**config.mk**
```make
export PLATFORM = sky130hd
export DESIGN_NAME = shi_host_port
export DESIGN_NICKNAME = d
export VERILOG_FILES = /design/src/core/shi_pkg.sv /design/src/core/shi_fifo.sv /design/src/core/shi_edge.sv /design/src/core/shi_host_port.sv
export SDC_FILE = /design/constraint.sdc
export NUM_CORES = 1
export LEC_CHECK = 0
export ABC_CLOCK_PERIOD_IN_PS = 2200
export BUFFER_PORTS_ARGS = -buffer_cell sky130_fd_sc_hd__buf_4
export CAP_MARGIN = 20
export CORE_MARGIN = 2
export CORE_UTILIZATION = 35
export CTS_CLUSTER_DIAMETER = 150
export DETAILED_ROUTE_END_ITERATION = 6
export SETUP_SLACK_MARGIN = 0.4
export SYNTH_ARGS = -nofsm -noshare
export SYNTH_HDL_FRONTEND = slang
export SYNTH_SLANG_ARGS = --single-unit
export TNS_END_PERCENT = 20
```
**constraint.sdc**
```tcl
create_clock -name i_clk -period 2.2 [get_ports i_clk]
set_input_delay 0.44 -clock i_clk [delete_from_list [all_inputs] [get_ports i_clk]]
set_output_delay 0.44 -clock i_clk [all_outputs]
set_load 0.1 [all_outputs]
```
**src/core/shi_pkg.sv**
```systemverilog
package shi_pkg;
   localparam int          DW            = 8;
   localparam int          FIFO_DEPTH    = 8;
   // status register field positions
   localparam int          ST_OBF_BIT    = 0;
   localparam int          ST_IBF_BIT    = 1;
   localparam int          ST_FA_BIT     = 2;
   localparam int          ST_FB_BIT     = 3;
   localparam int          ST_USER_LO    = 4;
   localparam logic [7:0]  STATUS_RESET  = 8'h00;
   // interface-related opcodes
   localparam logic [7:0]  OP_LOAD_STS   = 8'h90;
   localparam logic [7:0]  OP_EN_FLAGS   = 8'hF5;
   localparam logic [7:0]  OP_EN_DMA     = 8'hE5;
   localparam logic [7:0]  OP_JMP_IEMPTY = 8'hD6;
   localparam logic [7:0]  OP_JMP_OFULL  = 8'h86;
   localparam logic [7:0]  OP_IN_DBB     = 8'h22;
   localparam logic [7:0]  OP_OUT_DBB    = 8'h02;
   localparam logic [10:0] PC_RESET      = 11'h000;
   localparam logic [10:0] PC_STEP2      = 11'h002;
   localparam logic [10:0] PC_STEP1      = 11'h001;

   typedef struct packed {
      logic       cs_n;
      logic       rd_n;
      logic       wr_n;
      logic       reg_sel;
      logic [7:0] data;
   } shi_host_bus_t;

   typedef struct packed {
      logic       valid;
      logic [7:0] opcode;
      logic [7:0] acc;
      logic [7:0] target;
   } shi_cpu_op_t;
endpackage : shi_pkg

```
**src/core/shi_fifo.sv**
```systemverilog
`timescale 1ns/10ps
module shi_fifo #(
   parameter int WIDTH = 8,
   parameter int DEPTH = 8
) (
   input  wire logic             i_clk,
   input  wire logic             i_rstn,
   input  wire logic             i_in_valid,
   output logic                  o_in_ready,
   input  wire logic [WIDTH-1:0] i_in_data,
   output logic                  o_out_valid,
   input  wire logic             i_out_ready,
   output logic      [WIDTH-1:0] o_out_data
);
   localparam int AW = $clog2(DEPTH);
   logic [WIDTH-1:0] mem [DEPTH];
   logic [AW:0]      wp_r;
   logic [AW:0]      wp_nxt;
   logic [AW:0]      rp_r;
   logic [AW:0]      rp_nxt;
   logic             push;
   logic             pop;

   always_comb
   begin
      o_out_valid = (wp_r != rp_r);
      o_in_ready  = ~((wp_r[AW] != rp_r[AW]) && (wp_r[AW-1:0] == rp_r[AW-1:0]));
      push        = i_in_valid & o_in_ready;
      pop         = o_out_valid & i_out_ready;
      wp_nxt      = push ? wp_r + 1'b1 : wp_r;
      rp_nxt      = pop ? rp_r + 1'b1 : rp_r;
      o_out_data  = mem[rp_r[AW-1:0]];
   end

   always_ff @(posedge i_clk or negedge i_rstn)
   begin
      if (!i_rstn)
      begin
         wp_r <= '0;
         rp_r <= '0;
      end
      else
      begin
         wp_r <= wp_nxt;
         rp_r <= rp_nxt;
      end
   end

   // storage has no reset; valid words are tracked by the pointers
   always_ff @(posedge i_clk)
   begin
      if (push)
      begin
         mem[wp_r[AW-1:0]] <= i_in_data;
      end
   end
endmodule : shi_fifo

```
**src/core/shi_edge.sv**
```systemverilog
`timescale 1ns/10ps
module shi_edge (
   input  wire logic i_clk,
   input  wire logic i_rstn,
   input  wire logic i_strobe_n,
   output logic      o_rise
);
   logic prev_r;
   logic prev_nxt;

   always_comb
   begin
      prev_nxt = i_strobe_n;
      o_rise   = i_strobe_n & ~prev_r;
   end

   // idle level of the strobe is high, so reset does not fake an edge
   always_ff @(posedge i_clk or negedge i_rstn)
   begin
      if (!i_rstn)
      begin
         prev_r <= 1'b1;
      end
      else
      begin
         prev_r <= prev_nxt;
      end
   end
endmodule : shi_edge

```
**src/core/shi_host_port.sv**
```systemverilog
`timescale 1ns/10ps
module shi_host_port (
   input  wire logic                  i_clk,
   input  wire logic                  i_rstn,
   input  wire shi_pkg::shi_host_bus_t i_host,
   output logic [7:0]                 o_host_data,
   output logic                       o_host_data_oe,
   input  wire shi_pkg::shi_cpu_op_t  i_op,
   input  wire logic                  i_wr_port_four,
   input  wire logic                  i_wr_port_five,
   input  wire logic                  i_wr_port_six,
   input  wire logic [2:0]            i_port_wdata,
   input  wire logic                  i_set_flag_a,
   input  wire logic                  i_clr_flag_a,
   input  wire logic                  i_dma_acknowledge,
   input  wire logic                  i_in_ready,
   output logic                       o_in_valid,
   output logic [7:0]                 o_in_data,
   output logic [7:0]                 o_acc_load,
   output logic                       o_acc_load_valid,
   output logic [10:0]                o_pc,
   output logic                       o_port_line_four,
   output logic                       o_port_line_five,
   output logic                       o_port_line_six,
   output logic [7:0]                 o_host_status,
   output logic                       o_flags_enabled,
   output logic                       o_dma_enabled,
   output logic                       o_fifo_ready
);
   logic [7:0]  in_buf_r,    in_buf_nxt;
   logic [7:0]  out_buf_r,   out_buf_nxt;
   logic [7:0]  status_r,    status_nxt;
   logic        flags_en_r,  flags_en_nxt;
   logic        dma_en_r,    dma_en_nxt;
   logic        p4_r,        p4_nxt;
   logic        p5_r,        p5_nxt;
   logic        p6_r,        p6_nxt;
   logic        dreq_r,      dreq_nxt;
   logic [10:0] pc_r,        pc_nxt;
   logic [7:0]  dout_r,      dout_nxt;
   logic        doe_r,       doe_nxt;
   logic [7:0]  acc_r,       acc_nxt;
   logic        accv_r,      accv_nxt;
   logic [7:0]  wlat_r,      wlat_nxt;
   logic        alat_r,      alat_nxt;
   logic        rsel_r,      rsel_nxt;
   logic        dsel_r,      dsel_nxt;
   logic        ack_r,       ack_nxt;
   logic        rd_rise;
   logic        wr_rise;
   logic        sel;
   logic        sel_buf;
   logic        op_is;
   logic        fifo_in_ready;
   logic        fifo_out_valid;
   logic [7:0]  fifo_out_data;
   logic        fifo_pop;
   // i_in_ready is left unread: the input side is one buffer with no queue

   // trailing-edge detectors, one per strobe
   shi_edge u_rd_edge (
      .i_clk      (i_clk),
      .i_rstn     (i_rstn),
      .i_strobe_n (i_host.rd_n),
      .o_rise     (rd_rise)
   );

   shi_edge u_wr_edge (
      .i_clk      (i_clk),
      .i_rstn     (i_rstn),
      .i_strobe_n (i_host.wr_n),
      .o_rise     (wr_rise)
   );

   // outbound words queue here so firmware can run ahead of the host
   shi_fifo #(
      .WIDTH (shi_pkg::DW),
      .DEPTH (shi_pkg::FIFO_DEPTH)
   ) u_out_fifo (
      .i_clk       (i_clk),
      .i_rstn      (i_rstn),
      .i_in_valid  (i_op.valid && i_op.opcode == shi_pkg::OP_OUT_DBB),
      .o_in_ready  (fifo_in_ready),
      .i_in_data   (i_op.acc),
      .o_out_valid (fifo_out_valid),
      .i_out_ready (fifo_pop),
      .o_out_data  (fifo_out_data)
   );

   always_comb
   begin
      // address and select are sampled while a strobe is low and held after it; the trailing edge acts
      sel      = ~i_host.cs_n | (dma_en_r & i_dma_acknowledge);
      sel_buf  = dma_en_r & i_dma_acknowledge;
      rsel_nxt = (~i_host.rd_n | ~i_host.wr_n) ? i_host.reg_sel & ~sel_buf : rsel_r;
      dsel_nxt = (~i_host.rd_n | ~i_host.wr_n) ? sel : dsel_r;
      ack_nxt  = (~i_host.rd_n | ~i_host.wr_n) ? sel_buf : ack_r;
      wlat_nxt = ~i_host.wr_n ? i_host.data : wlat_r;
      // flag a waits here and reaches the status only when a strobe ends
      alat_nxt = alat_r;
      in_buf_nxt   = in_buf_r;
      out_buf_nxt  = out_buf_r;
      status_nxt   = status_r;
      flags_en_nxt = flags_en_r;
      dma_en_nxt   = dma_en_r;
      p4_nxt       = p4_r;
      p5_nxt       = p5_r;
      p6_nxt       = p6_r;
      dreq_nxt     = dreq_r;
      pc_nxt       = pc_r;
      acc_nxt      = acc_r;
      // accumulator load is a one-cycle pulse
      accv_nxt     = 1'b0;
      fifo_pop     = 1'b0;
      op_is        = i_op.valid;
      // host output register: drive while a selected read strobe is low
      doe_nxt  = ~i_host.rd_n & sel;
      // acknowledge ignores register select: dma moves data, never status
      dout_nxt = (i_host.reg_sel & ~sel_buf) ? status_r : out_buf_r;
      // refill the output buffer from the queue once the host has taken it
      // a refill beside a host read of the empty buffer keeps its flag
      if (!status_r[shi_pkg::ST_OBF_BIT] && fifo_out_valid)
      begin
         out_buf_nxt = fifo_out_data;
         status_nxt[shi_pkg::ST_OBF_BIT] = 1'b1;
         fifo_pop = 1'b1;
      end
      if (op_is)
      begin
         pc_nxt = pc_r + shi_pkg::PC_STEP1;
         case (i_op.opcode)
            shi_pkg::OP_LOAD_STS:
            begin
               status_nxt[7:shi_pkg::ST_USER_LO] = i_op.acc[7:4];
            end
            shi_pkg::OP_EN_FLAGS:
            begin
               flags_en_nxt = 1'b1;
            end
            shi_pkg::OP_EN_DMA:
            begin
               dma_en_nxt = 1'b1;
               dreq_nxt   = 1'b0;
            end
            shi_pkg::OP_IN_DBB:
            begin
               acc_nxt  = in_buf_r;
               accv_nxt = 1'b1;
               status_nxt[shi_pkg::ST_IBF_BIT] = 1'b0;
            end
            // a taken jump stays inside the current 256-word page; the not-taken skip adds 2 to the pc and can cross it
            shi_pkg::OP_JMP_IEMPTY:
            begin
               pc_nxt = !status_r[shi_pkg::ST_IBF_BIT] ? {pc_r[10:8], i_op.target}
                                                       : pc_r + shi_pkg::PC_STEP2;
            end
            shi_pkg::OP_JMP_OFULL:
            begin
               pc_nxt = status_r[shi_pkg::ST_OBF_BIT] ? {pc_r[10:8], i_op.target}
                                                      : pc_r + shi_pkg::PC_STEP2;
            end
            default:
            begin
               pc_nxt = pc_r + shi_pkg::PC_STEP1;
            end
         endcase
      end
      if (i_set_flag_a)
      begin
         alat_nxt = 1'b1;
      end
      else if (i_clr_flag_a)
      begin
         alat_nxt = 1'b0;
      end
      if (i_wr_port_four)
      begin
         p4_nxt = i_port_wdata[0];
      end
      if (i_wr_port_five)
      begin
         p5_nxt = i_port_wdata[1];
      end
      // trailing-edge flag updates; host events win over firmware clears
      if (rd_rise && dsel_r)
      begin
         status_nxt[shi_pkg::ST_FA_BIT] = alat_r;
         if (!rsel_r && !fifo_pop)
         begin
            status_nxt[shi_pkg::ST_OBF_BIT] = 1'b0;
         end
         if (ack_r)
         begin
            dreq_nxt = 1'b0;
         end
      end
      if (wr_rise && dsel_r)
      begin
         in_buf_nxt = wlat_r;
         status_nxt[shi_pkg::ST_IBF_BIT] = 1'b1;
         status_nxt[shi_pkg::ST_FB_BIT]  = rsel_r;
         status_nxt[shi_pkg::ST_FA_BIT]  = alat_r;
         if (ack_r)
         begin
            dreq_nxt = 1'b0;
         end
      end
      // a new firmware request wins over a clear by acknowledge in one cycle
      if (i_wr_port_six)
      begin
         p6_nxt = i_port_wdata[2];
         if (dma_en_r && i_port_wdata[2])
         begin
            dreq_nxt = 1'b1;
         end
      end
   end

   always_ff @(posedge i_clk or negedge i_rstn)
   begin
      if (!i_rstn)
      begin
         in_buf_r   <= 8'h00;
         out_buf_r  <= 8'h00;
         status_r   <= shi_pkg::STATUS_RESET;
         flags_en_r <= 1'b0;
         dma_en_r   <= 1'b0;
         // port lines idle high until firmware writes them
         p4_r       <= 1'b1;
         p5_r       <= 1'b1;
         p6_r       <= 1'b1;
         dreq_r     <= 1'b0;
         pc_r       <= shi_pkg::PC_RESET;
         dout_r     <= 8'h00;
         doe_r      <= 1'b0;
         acc_r      <= 8'h00;
         accv_r     <= 1'b0;
         wlat_r     <= 8'h00;
         alat_r     <= 1'b0;
         rsel_r     <= 1'b0;
         dsel_r     <= 1'b0;
         ack_r      <= 1'b0;
      end
      else
      begin
         in_buf_r   <= in_buf_nxt;
         out_buf_r  <= out_buf_nxt;
         status_r   <= status_nxt;
         flags_en_r <= flags_en_nxt;
         dma_en_r   <= dma_en_nxt;
         p4_r       <= p4_nxt;
         p5_r       <= p5_nxt;
         p6_r       <= p6_nxt;
         dreq_r     <= dreq_nxt;
         pc_r       <= pc_nxt;
         dout_r     <= dout_nxt;
         doe_r      <= doe_nxt;
         acc_r      <= acc_nxt;
         accv_r     <= accv_nxt;
         wlat_r     <= wlat_nxt;
         alat_r     <= alat_nxt;
         rsel_r     <= rsel_nxt;
         dsel_r     <= dsel_nxt;
         ack_r      <= ack_nxt;
      end
   end

   // pin muxes, registered so each pin leaves a flip-flop
   logic pin4_r;
   logic pin5_r;
   logic pin6_r;
   logic inv_r;
   logic fr_r;
   logic pin4_nxt;
   logic pin5_nxt;
   logic pin6_nxt;
   logic inv_nxt;
   logic fr_nxt;

   always_comb
   begin
      // pins take next-state values so they move with the status register
      pin4_nxt = flags_en_nxt ? (p4_nxt & status_nxt[shi_pkg::ST_OBF_BIT]) : p4_nxt;
      pin5_nxt = flags_en_nxt ? (p5_nxt & status_nxt[shi_pkg::ST_IBF_BIT]) : p5_nxt;
      pin6_nxt = dma_en_nxt ? dreq_nxt : p6_nxt;
      inv_nxt  = accv_nxt;
      fr_nxt   = fifo_in_ready;
   end

   always_ff @(posedge i_clk or negedge i_rstn)
   begin
      if (!i_rstn)
      begin
         pin4_r <= 1'b1;
         pin5_r <= 1'b1;
         pin6_r <= 1'b1;
         inv_r  <= 1'b0;
         fr_r   <= 1'b0;
      end
      else
      begin
         pin4_r <= pin4_nxt;
         pin5_r <= pin5_nxt;
         pin6_r <= pin6_nxt;
         inv_r  <= inv_nxt;
         fr_r   <= fr_nxt;
      end
   end

   // every output below is a plain flip-flop
   assign o_host_data      = dout_r;
   assign o_host_data_oe   = doe_r;
   assign o_in_valid       = inv_r;
   assign o_in_data        = acc_r;
   assign o_acc_load       = acc_r;
   assign o_acc_load_valid = accv_r;
   assign o_pc             = pc_r;
   assign o_port_line_four = pin4_r;
   assign o_port_line_five = pin5_r;
   assign o_port_line_six  = pin6_r;
   assign o_host_status    = status_r;
   assign o_flags_enabled  = flags_en_r;
   assign o_dma_enabled    = dma_en_r;
   assign o_fifo_ready     = fr_r;
endmodule : shi_host_port

```
==> impl_metrics.ini, run 1 <==
[global_route]
grt_pass1_wl_um = 21020
use_met2_pct = 24.57
grt_pass1_vias = 3941
gr-usage-met3_pct = 3.900
antenna_found_initial = 0
grt.total_usage_pct = 14.88
grt_overflow = 0
use_met1_pct = 19.39
grt_start_max_net_pins = 36
grt.busiest_layer = met2

[power_and_ir_drop]
switching_share_pct = 34.94
power_switching_uw = 3246
clock_power_share_pct = 32.3
p_int_uw = 6044
seqPwrFrac_pct = 37.4
power_density_nw_per_um2 = 1133
pwr-share-comb_pct = 30.3
p_leak_uw = 0.003411
ir_drop_uv = 841.4
finalPower_uw = 9290

[yosys]
syn_nets = 491
ys_warn_count = 0
ys_seq_area_share_pct = 65.11
synth-main-ff-cell = dfrtp_1
async_flop_share_pct = 57.05
yosysUniqueCellTypes = 56
syn_area_um2 = 6233
synth_edf_count = 64
postSynthCellCount = 438
ys_seq_elements = 149
avgSynthCellArea_um2 = 14.23

[final_layout]
antenna_cells = 0
final_cell_mix = 129 x buf_4, 72 x dfrtp_1, 64 x edfxtp_1
final_common_cell = buf_4
final_cells = 809
seqCellArea_um2 = 4065
n_fill_cell = 1509
drive_gt1_share_pct = 42.98
multi_input_comb_area_um2 = 2097
final_cell_area_um2 = 8200
nets = 624
final_util_pct = 47.25
area_growth_syn_to_layout_pct = 31.55

[cts]
cts_max_level = 4
clock-root-buffer = clkbuf_16
cts_made_buffers = 17
clkTransAtPathRegs_ps = 60
numClockSinks = 149
ctsLongestPathBuffers = 2
cts_tree = yes
insertion_delay_ps = 410

[die]
rows = 48
io_pins = 101
fp.dieW_um = 137.5
start_util_pct = 35.91
core-area_um2 = 17360
chipHeight_um = 137.5
die-area_um2 = 18890

[route]
ant_nets = 0
via_per_inst = 4.896
drtIter0Drc = 196
wl_per_cell_um = 16.38
firstDrtPassIters = 5
routed_wl_um = 13250
drc = 0
vias = 3961

[critical_path]
required_ps = 2330
ff2ff_setup_slack_ps = 290
reg2reg_from = u_out_fifo.wp_r[3]$_DFFE_PN0P_
critical-path-top-delay-family = flip-flops
worst-path-max-fanout = 8
critical_path_arrival_ps = 2040
endpoint_kind = register
max_stage_delay_ps = 400
r2r-end = u_out_fifo.mem[0][3]$_DFFE_PP_
slowest_stage = dfrtp_1
crit_buf_inv = 2
critPathKind = register to register
cp.depth = 6
r2r_cells = 6
crit_end = u_out_fifo.mem[0][3]$_DFFE_PP_
crit_path_start_kind = register
crit_chain = xor2_2, a2111oi_4, buf_4, nand2b_4, nor3_4, buf_12
critPathLaunch = u_out_fifo.wp_r[3]$_DFFE_PN0P_

[run_status]
status = complete, no violations

[placement]
hpwl_um = 9410
place_area_um2 = 7502
post-place-cells = 772
port_buffers = 99
gp_congestion = 0.8433

[run]
drv_cap = 0

[sta]
tightest_slew_ps = 521.9
rsz0062_at_grt = yes
period_share_pct = 86.95
relSlewSlack_pct = 65.21
whs_ps = 170.5
slew_viol_final = 0
clock_skew_ps = 9.298
setup_violations = 0
finalHoldViolCount = 0
fmax_mhz = 522.8
finalCriticalPeriod_ps = 1913

[worst_hold_path]
hold_depth = 1
hold_class = input port to register
synthesized netlist by cell type (all sizes together), types with 2 or more instances:
cell type | number | share of area (%)
and2 | 2 | 0.20
nand4 | 8 | 0.90
o2bb2ai | 2 | 0.58
inv | 6 | 0.36
xnor2 | 5 | 0.70
ha | 4 | 0.80
buf | 15 | 1.6
a21oi | 15 | 1.2
a31oi | 3 | 0.30
nor4b | 2 | 0.52
a22o | 4 | 0.56
a221o | 2 | 0.32
edfxtp | 64 | 31
dfrtp | 77 | 31
mux4 | 16 | 5.8
nand2b | 4 | 0.40
nand2 | 57 | 3.5
o21ai | 13 | 1.0
dfstp | 8 | 3.4
a211oi | 2 | 0.24
mux2i | 9 | 1.4
mux2 | 35 | 6.3
nor3 | 6 | 0.56
o31ai | 4 | 0.48
clkbuf | 8 | 0.48
xor2 | 7 | 0.98
nand3 | 12 | 1.0
and4 | 2 | 0.28
nor2 | 30 | 2.0
layout make-up:
class / instances / share of cell area (%)
clock buffers: 21 / 6.027
clock inverters: 11 / 1.648
inverters: 7 / 0.3204
multi-input cells: 259 / 25.57
flip-flops and latches: 149 / 49.57
well taps: 225 / 3.433
repair buffers: 137 / 13.43
repair_timing:
item | 4_1_cts | 5_1_grt
pin swaps | 6 | 6
hold buffers | 1 | 0
resized for setup | 4 | 2
endpoints found under the setup margin | 66 | 72
hold endpoints to repair | 28 | 0
setup buffers | 2 | 2
gates cloned | 0 | 0
per-stage QoR:
| step | worst slack [ps] | setup TNS (ps) |
|---|---|---|
| 2_1_floorplan | 68.80 | 0 |
| 3_3_place_gp | -66.47 | -1447 |
| 3_5_place_dp | -89.85 | -1931 |
| 4_1_cts | 260.2 | 0 |
| 5_1_grt | 212.5 | 0 |
| 6_report | 287.0 | 0 |
kinds of logic (layout without fill, tap and decap cells):
group	after synthesis	in the layout	synth area share (%)
fa+ha+maj	4	4	0.8029
compound gates	53	53	6.082
xor+xnor	12	12	1.686
simple gates	130	130	10.28
buf+inv	30	176	2.489
flops	149	149	65.11
mux	60	60	13.55
sequential cells by signal (all words and copies together), names as in the netlist, 8 cells and up:
register,flops
o_host_data,8
u_out_fifo.mem,64
in_buf_r,8
wlat_r,8
out_buf_r,8
o_pc,11
o_host_status,8
o_acc_load,8
layer usage:
layer | vias up | share of wire, %
met2 | 89 | 49
met4 | 0 | 0.73
met5 | - | 0
met3 | 9 | 4.5
met1 | 1983 | 46
li1 | 1880 | -
worst min path at each step:
| stage | start | end |
|---|---|---|
| final | i_host[10] | u_rd_edge.prev_r$_DFF_PN1_ |
| after global routing | i_host[10] | u_rd_edge.prev_r$_DFF_PN1_ |
| after CTS | i_host[10] | u_rd_edge.prev_r$_DFF_PN1_ |
| after detailed placement | i_rstn | alat_r$_DFFE_PN0P_ |
| after global placement | i_rstn | alat_r$_DFFE_PN0P_ |
| after floorplan | i_rstn | ack_r$_DFFE_PN0P_ |
worst reg2reg max path: cells and delay by family, from the launching register on:
| family | cells | cell delay [ps] |
|---|---|---|
| buffers and inverters | 2 | 360 |
| XOR/XNOR | 1 | 210 |
| flip-flops | 1 | 400 |
| AND/OR/NAND/NOR | 2 | 320 |
| AO/OA/AOI/OAI | 1 | 340 |
power by group through the flow:
stage,Combinational [uW],Sequential [uW],Clock [uW]
6_report,2820,3470,3000
4_1_cts,2850,3470,3080
2_1_floorplan,1210,4430,0
5_1_grt,3000,3510,3220
3_5_place_dp,2850,3520,0
3_3_place_gp,2810,3510,0
Power figures use the tool's default switching activity.
==> inputs of run 2 (changes only) <==
--- a/config.mk
+++ b/config.mk
@@ -8,10 +8,14 @@
 export ABC_CLOCK_PERIOD_IN_PS = 2200
 export BUFFER_PORTS_ARGS = -buffer_cell sky130_fd_sc_hd__buf_4
 export CAP_MARGIN = 20
+export CELL_PAD_IN_SITES_DETAIL_PLACEMENT = 0
+export CELL_PAD_IN_SITES_GLOBAL_PLACEMENT = 2
+export CORE_ASPECT_RATIO = 2
 export CORE_MARGIN = 2
 export CORE_UTILIZATION = 35
 export CTS_CLUSTER_DIAMETER = 150
 export DETAILED_ROUTE_END_ITERATION = 6
+export PLACE_DENSITY_LB_ADDON = 0.1
 export SETUP_SLACK_MARGIN = 0.4
 export SYNTH_ARGS = -nofsm -noshare
 export SYNTH_HDL_FRONTEND = slang
==> impl_metrics.ini, run 2 (synthesis results as in run 1) <==
[run_status]
status = complete, no violations

[global_route]
grt.total_usage_pct = 15.21
grt_start_max_net_pins = 39
grt_overflow = 0
antenna_found_initial = 0
grt_pass1_wl_um = 21750
grt_pass1_vias = 3969

[critical_path]
crit_path_start_kind = register
ff2ff_setup_slack_ps = 300
worst-path-max-fanout = 8
required_ps = 2330
reg2reg_from = u_out_fifo.rp_r[3]$_DFFE_PN0P_
r2r-end = u_out_fifo.mem[4][0]$_DFFE_PP_
endpoint_kind = register
r2r_cells = 6
critPathLaunch = u_out_fifo.rp_r[3]$_DFFE_PN0P_
critPathKind = register to register
critical_path_arrival_ps = 2030

[die]
rows = 69
die-area_um2 = 18960
chipHeight_um = 192.7
fp.dieW_um = 98.37
start_util_pct = 35.39
core-area_um2 = 17610
io_pins = 101

[route]
wl_per_cell_um = 17.16
ant_nets = 0
firstDrtPassIters = 4
vias = 3906
drc = 0
routed_wl_um = 13780
drtIter0Drc = 120
via_per_inst = 4.864

[worst_hold_path]
hold_path_startpoint = i_host[10]
hold_class = input port to register
hold_depth = 1
holdPathEnd = u_rd_edge.prev_r$_DFF_PN1_

[sta]
fin_ws_ps = 303.0
setup_tns_ps = 0
clock_skew_ps = 11.17
slew_viol_final = 0
fmax_mhz = 527.2
setup_violations = 0
finalCriticalPeriod_ps = 1897
relSlewSlack_pct = 55.85
tightest_slew_ps = 657.1
whs_ps = 162.4
period_share_pct = 86.23
rsz0062_at_grt = yes
finalHoldViolCount = 0

[placement]
dp_slack_ps = -71.41
post-place-cells = 765
gp_congestion = 0.7564
hpwl_um = 9652
port_buffers = 99

[power_and_ir_drop]
p_leak_uw = 0.003415
power_density_nw_per_um2 = 1107
ir_drop_uv = 604.7

[cts]
ctsLongestPathBuffers = 2
numClockSinks = 149
clkTransAtPathRegs_ps = 60
clock-root-buffer = clkbuf_16
cts_max_level = 4
insertion_delay_ps = 420
cts_tree = yes
cts_made_buffers = 17

[final_layout]
drive_gt1_share_pct = 43.73
n_fill_cell = 1617
final_cell_mix = 130 x buf_4, 72 x dfrtp_1, 64 x edfxtp_1
final_common_cell = buf_4
final_util_pct = 47.01
antenna_cells = 0
largest_reg_flops = 64
nets = 630
area_growth_syn_to_layout_pct = 32.82
final_cells = 803

[run]
drv_cap = 0
run 2: cell types whose count changed in the layout (fill, tap and decap cells not counted), moves of 2 or more:
| cell | previous run | this run |
|---|---|---|
| clkbuf_16 | 19 | 17 |
| inv_8 | 0 | 4 |
| clkinv_4 | 4 | 1 |
| buf_12 | 5 | 11 |
| inv_6 | 3 | 5 |
run 2: final cells by class:
type,count,area (um^2),area share (%)
tap,213,266.5,3.219
clock inverter,15,163.9,1.980
inverter,7,26.28,0.3174
sequential,149,4065,49.10
multi-input combinational,259,2115,25.54
timing repair buffer,143,1217,14.70
clock buffer,17,425.4,5.138
run 2: stage by stage:
step | area [um^2] | power [uW]
final | 8279 | 9165
after global routing | 8279 | 9597
after CTS | 8249 | 9296
after detailed placement | 7600 | 6343
after global placement | 7600 | 6336
after floorplan | 6304 | 5644
run 2: routing by layer:
metal | GRT usage, % | vias to the layer above | part of all wire [%]
met5 | 0 | - | 0
met4 | 5.901 | 0 | 1.9
met3 | 3.223 | 18 | 3.5
met2 | 26.40 | 79 | 53
met1 | 18.44 | 1921 | 41
li1 | - | 1888 | -
run 2: worst max-delay path by stage:
stage / to / cells after the start / slack [ps]
after floorplan: u_out_fifo.mem[0][0]$_DFFE_PP_ / 5 / 70
after global placement: o_pc[10]$_DFFE_PN0P_ / 10 / -80
after detailed placement: u_out_fifo.mem[0][1]$_DFFE_PP_ / 8 / -70
after CTS: u_out_fifo.mem[6][0]$_DFFE_PP_ / 7 / 290
after global routing: u_out_fifo.mem[4][0]$_DFFE_PP_ / 7 / 210
final: u_out_fifo.mem[4][0]$_DFFE_PP_ / 6 / 300
run 2: repair_timing:
| item | CTS | global route |
|---|---|---|
| resized for setup | 3 | 6 |
| endpoints found under the setup margin | 79 | 85 |
| buffers inserted | 5 | 0 |
| hold endpoints to repair | 19 | 0 |
| hold buffers | 1 | 0 |
| pin swaps | 4 | 4 |
run 2: where the power goes:
group          total [uW]  switching, uW  internal [uW]
Clock                2870           1260           1610
Sequential           3480            248           3240
Combinational        2810           1850            965
run 2: worst max-delay path, cell delays in order, from the launching register on:
cell and delay [ps]:
dfrtp_1 410, xor2_2 210, a2111oi_4 370, buf_6 180
nand2_8 70, nor3_4 200, buf_12 160
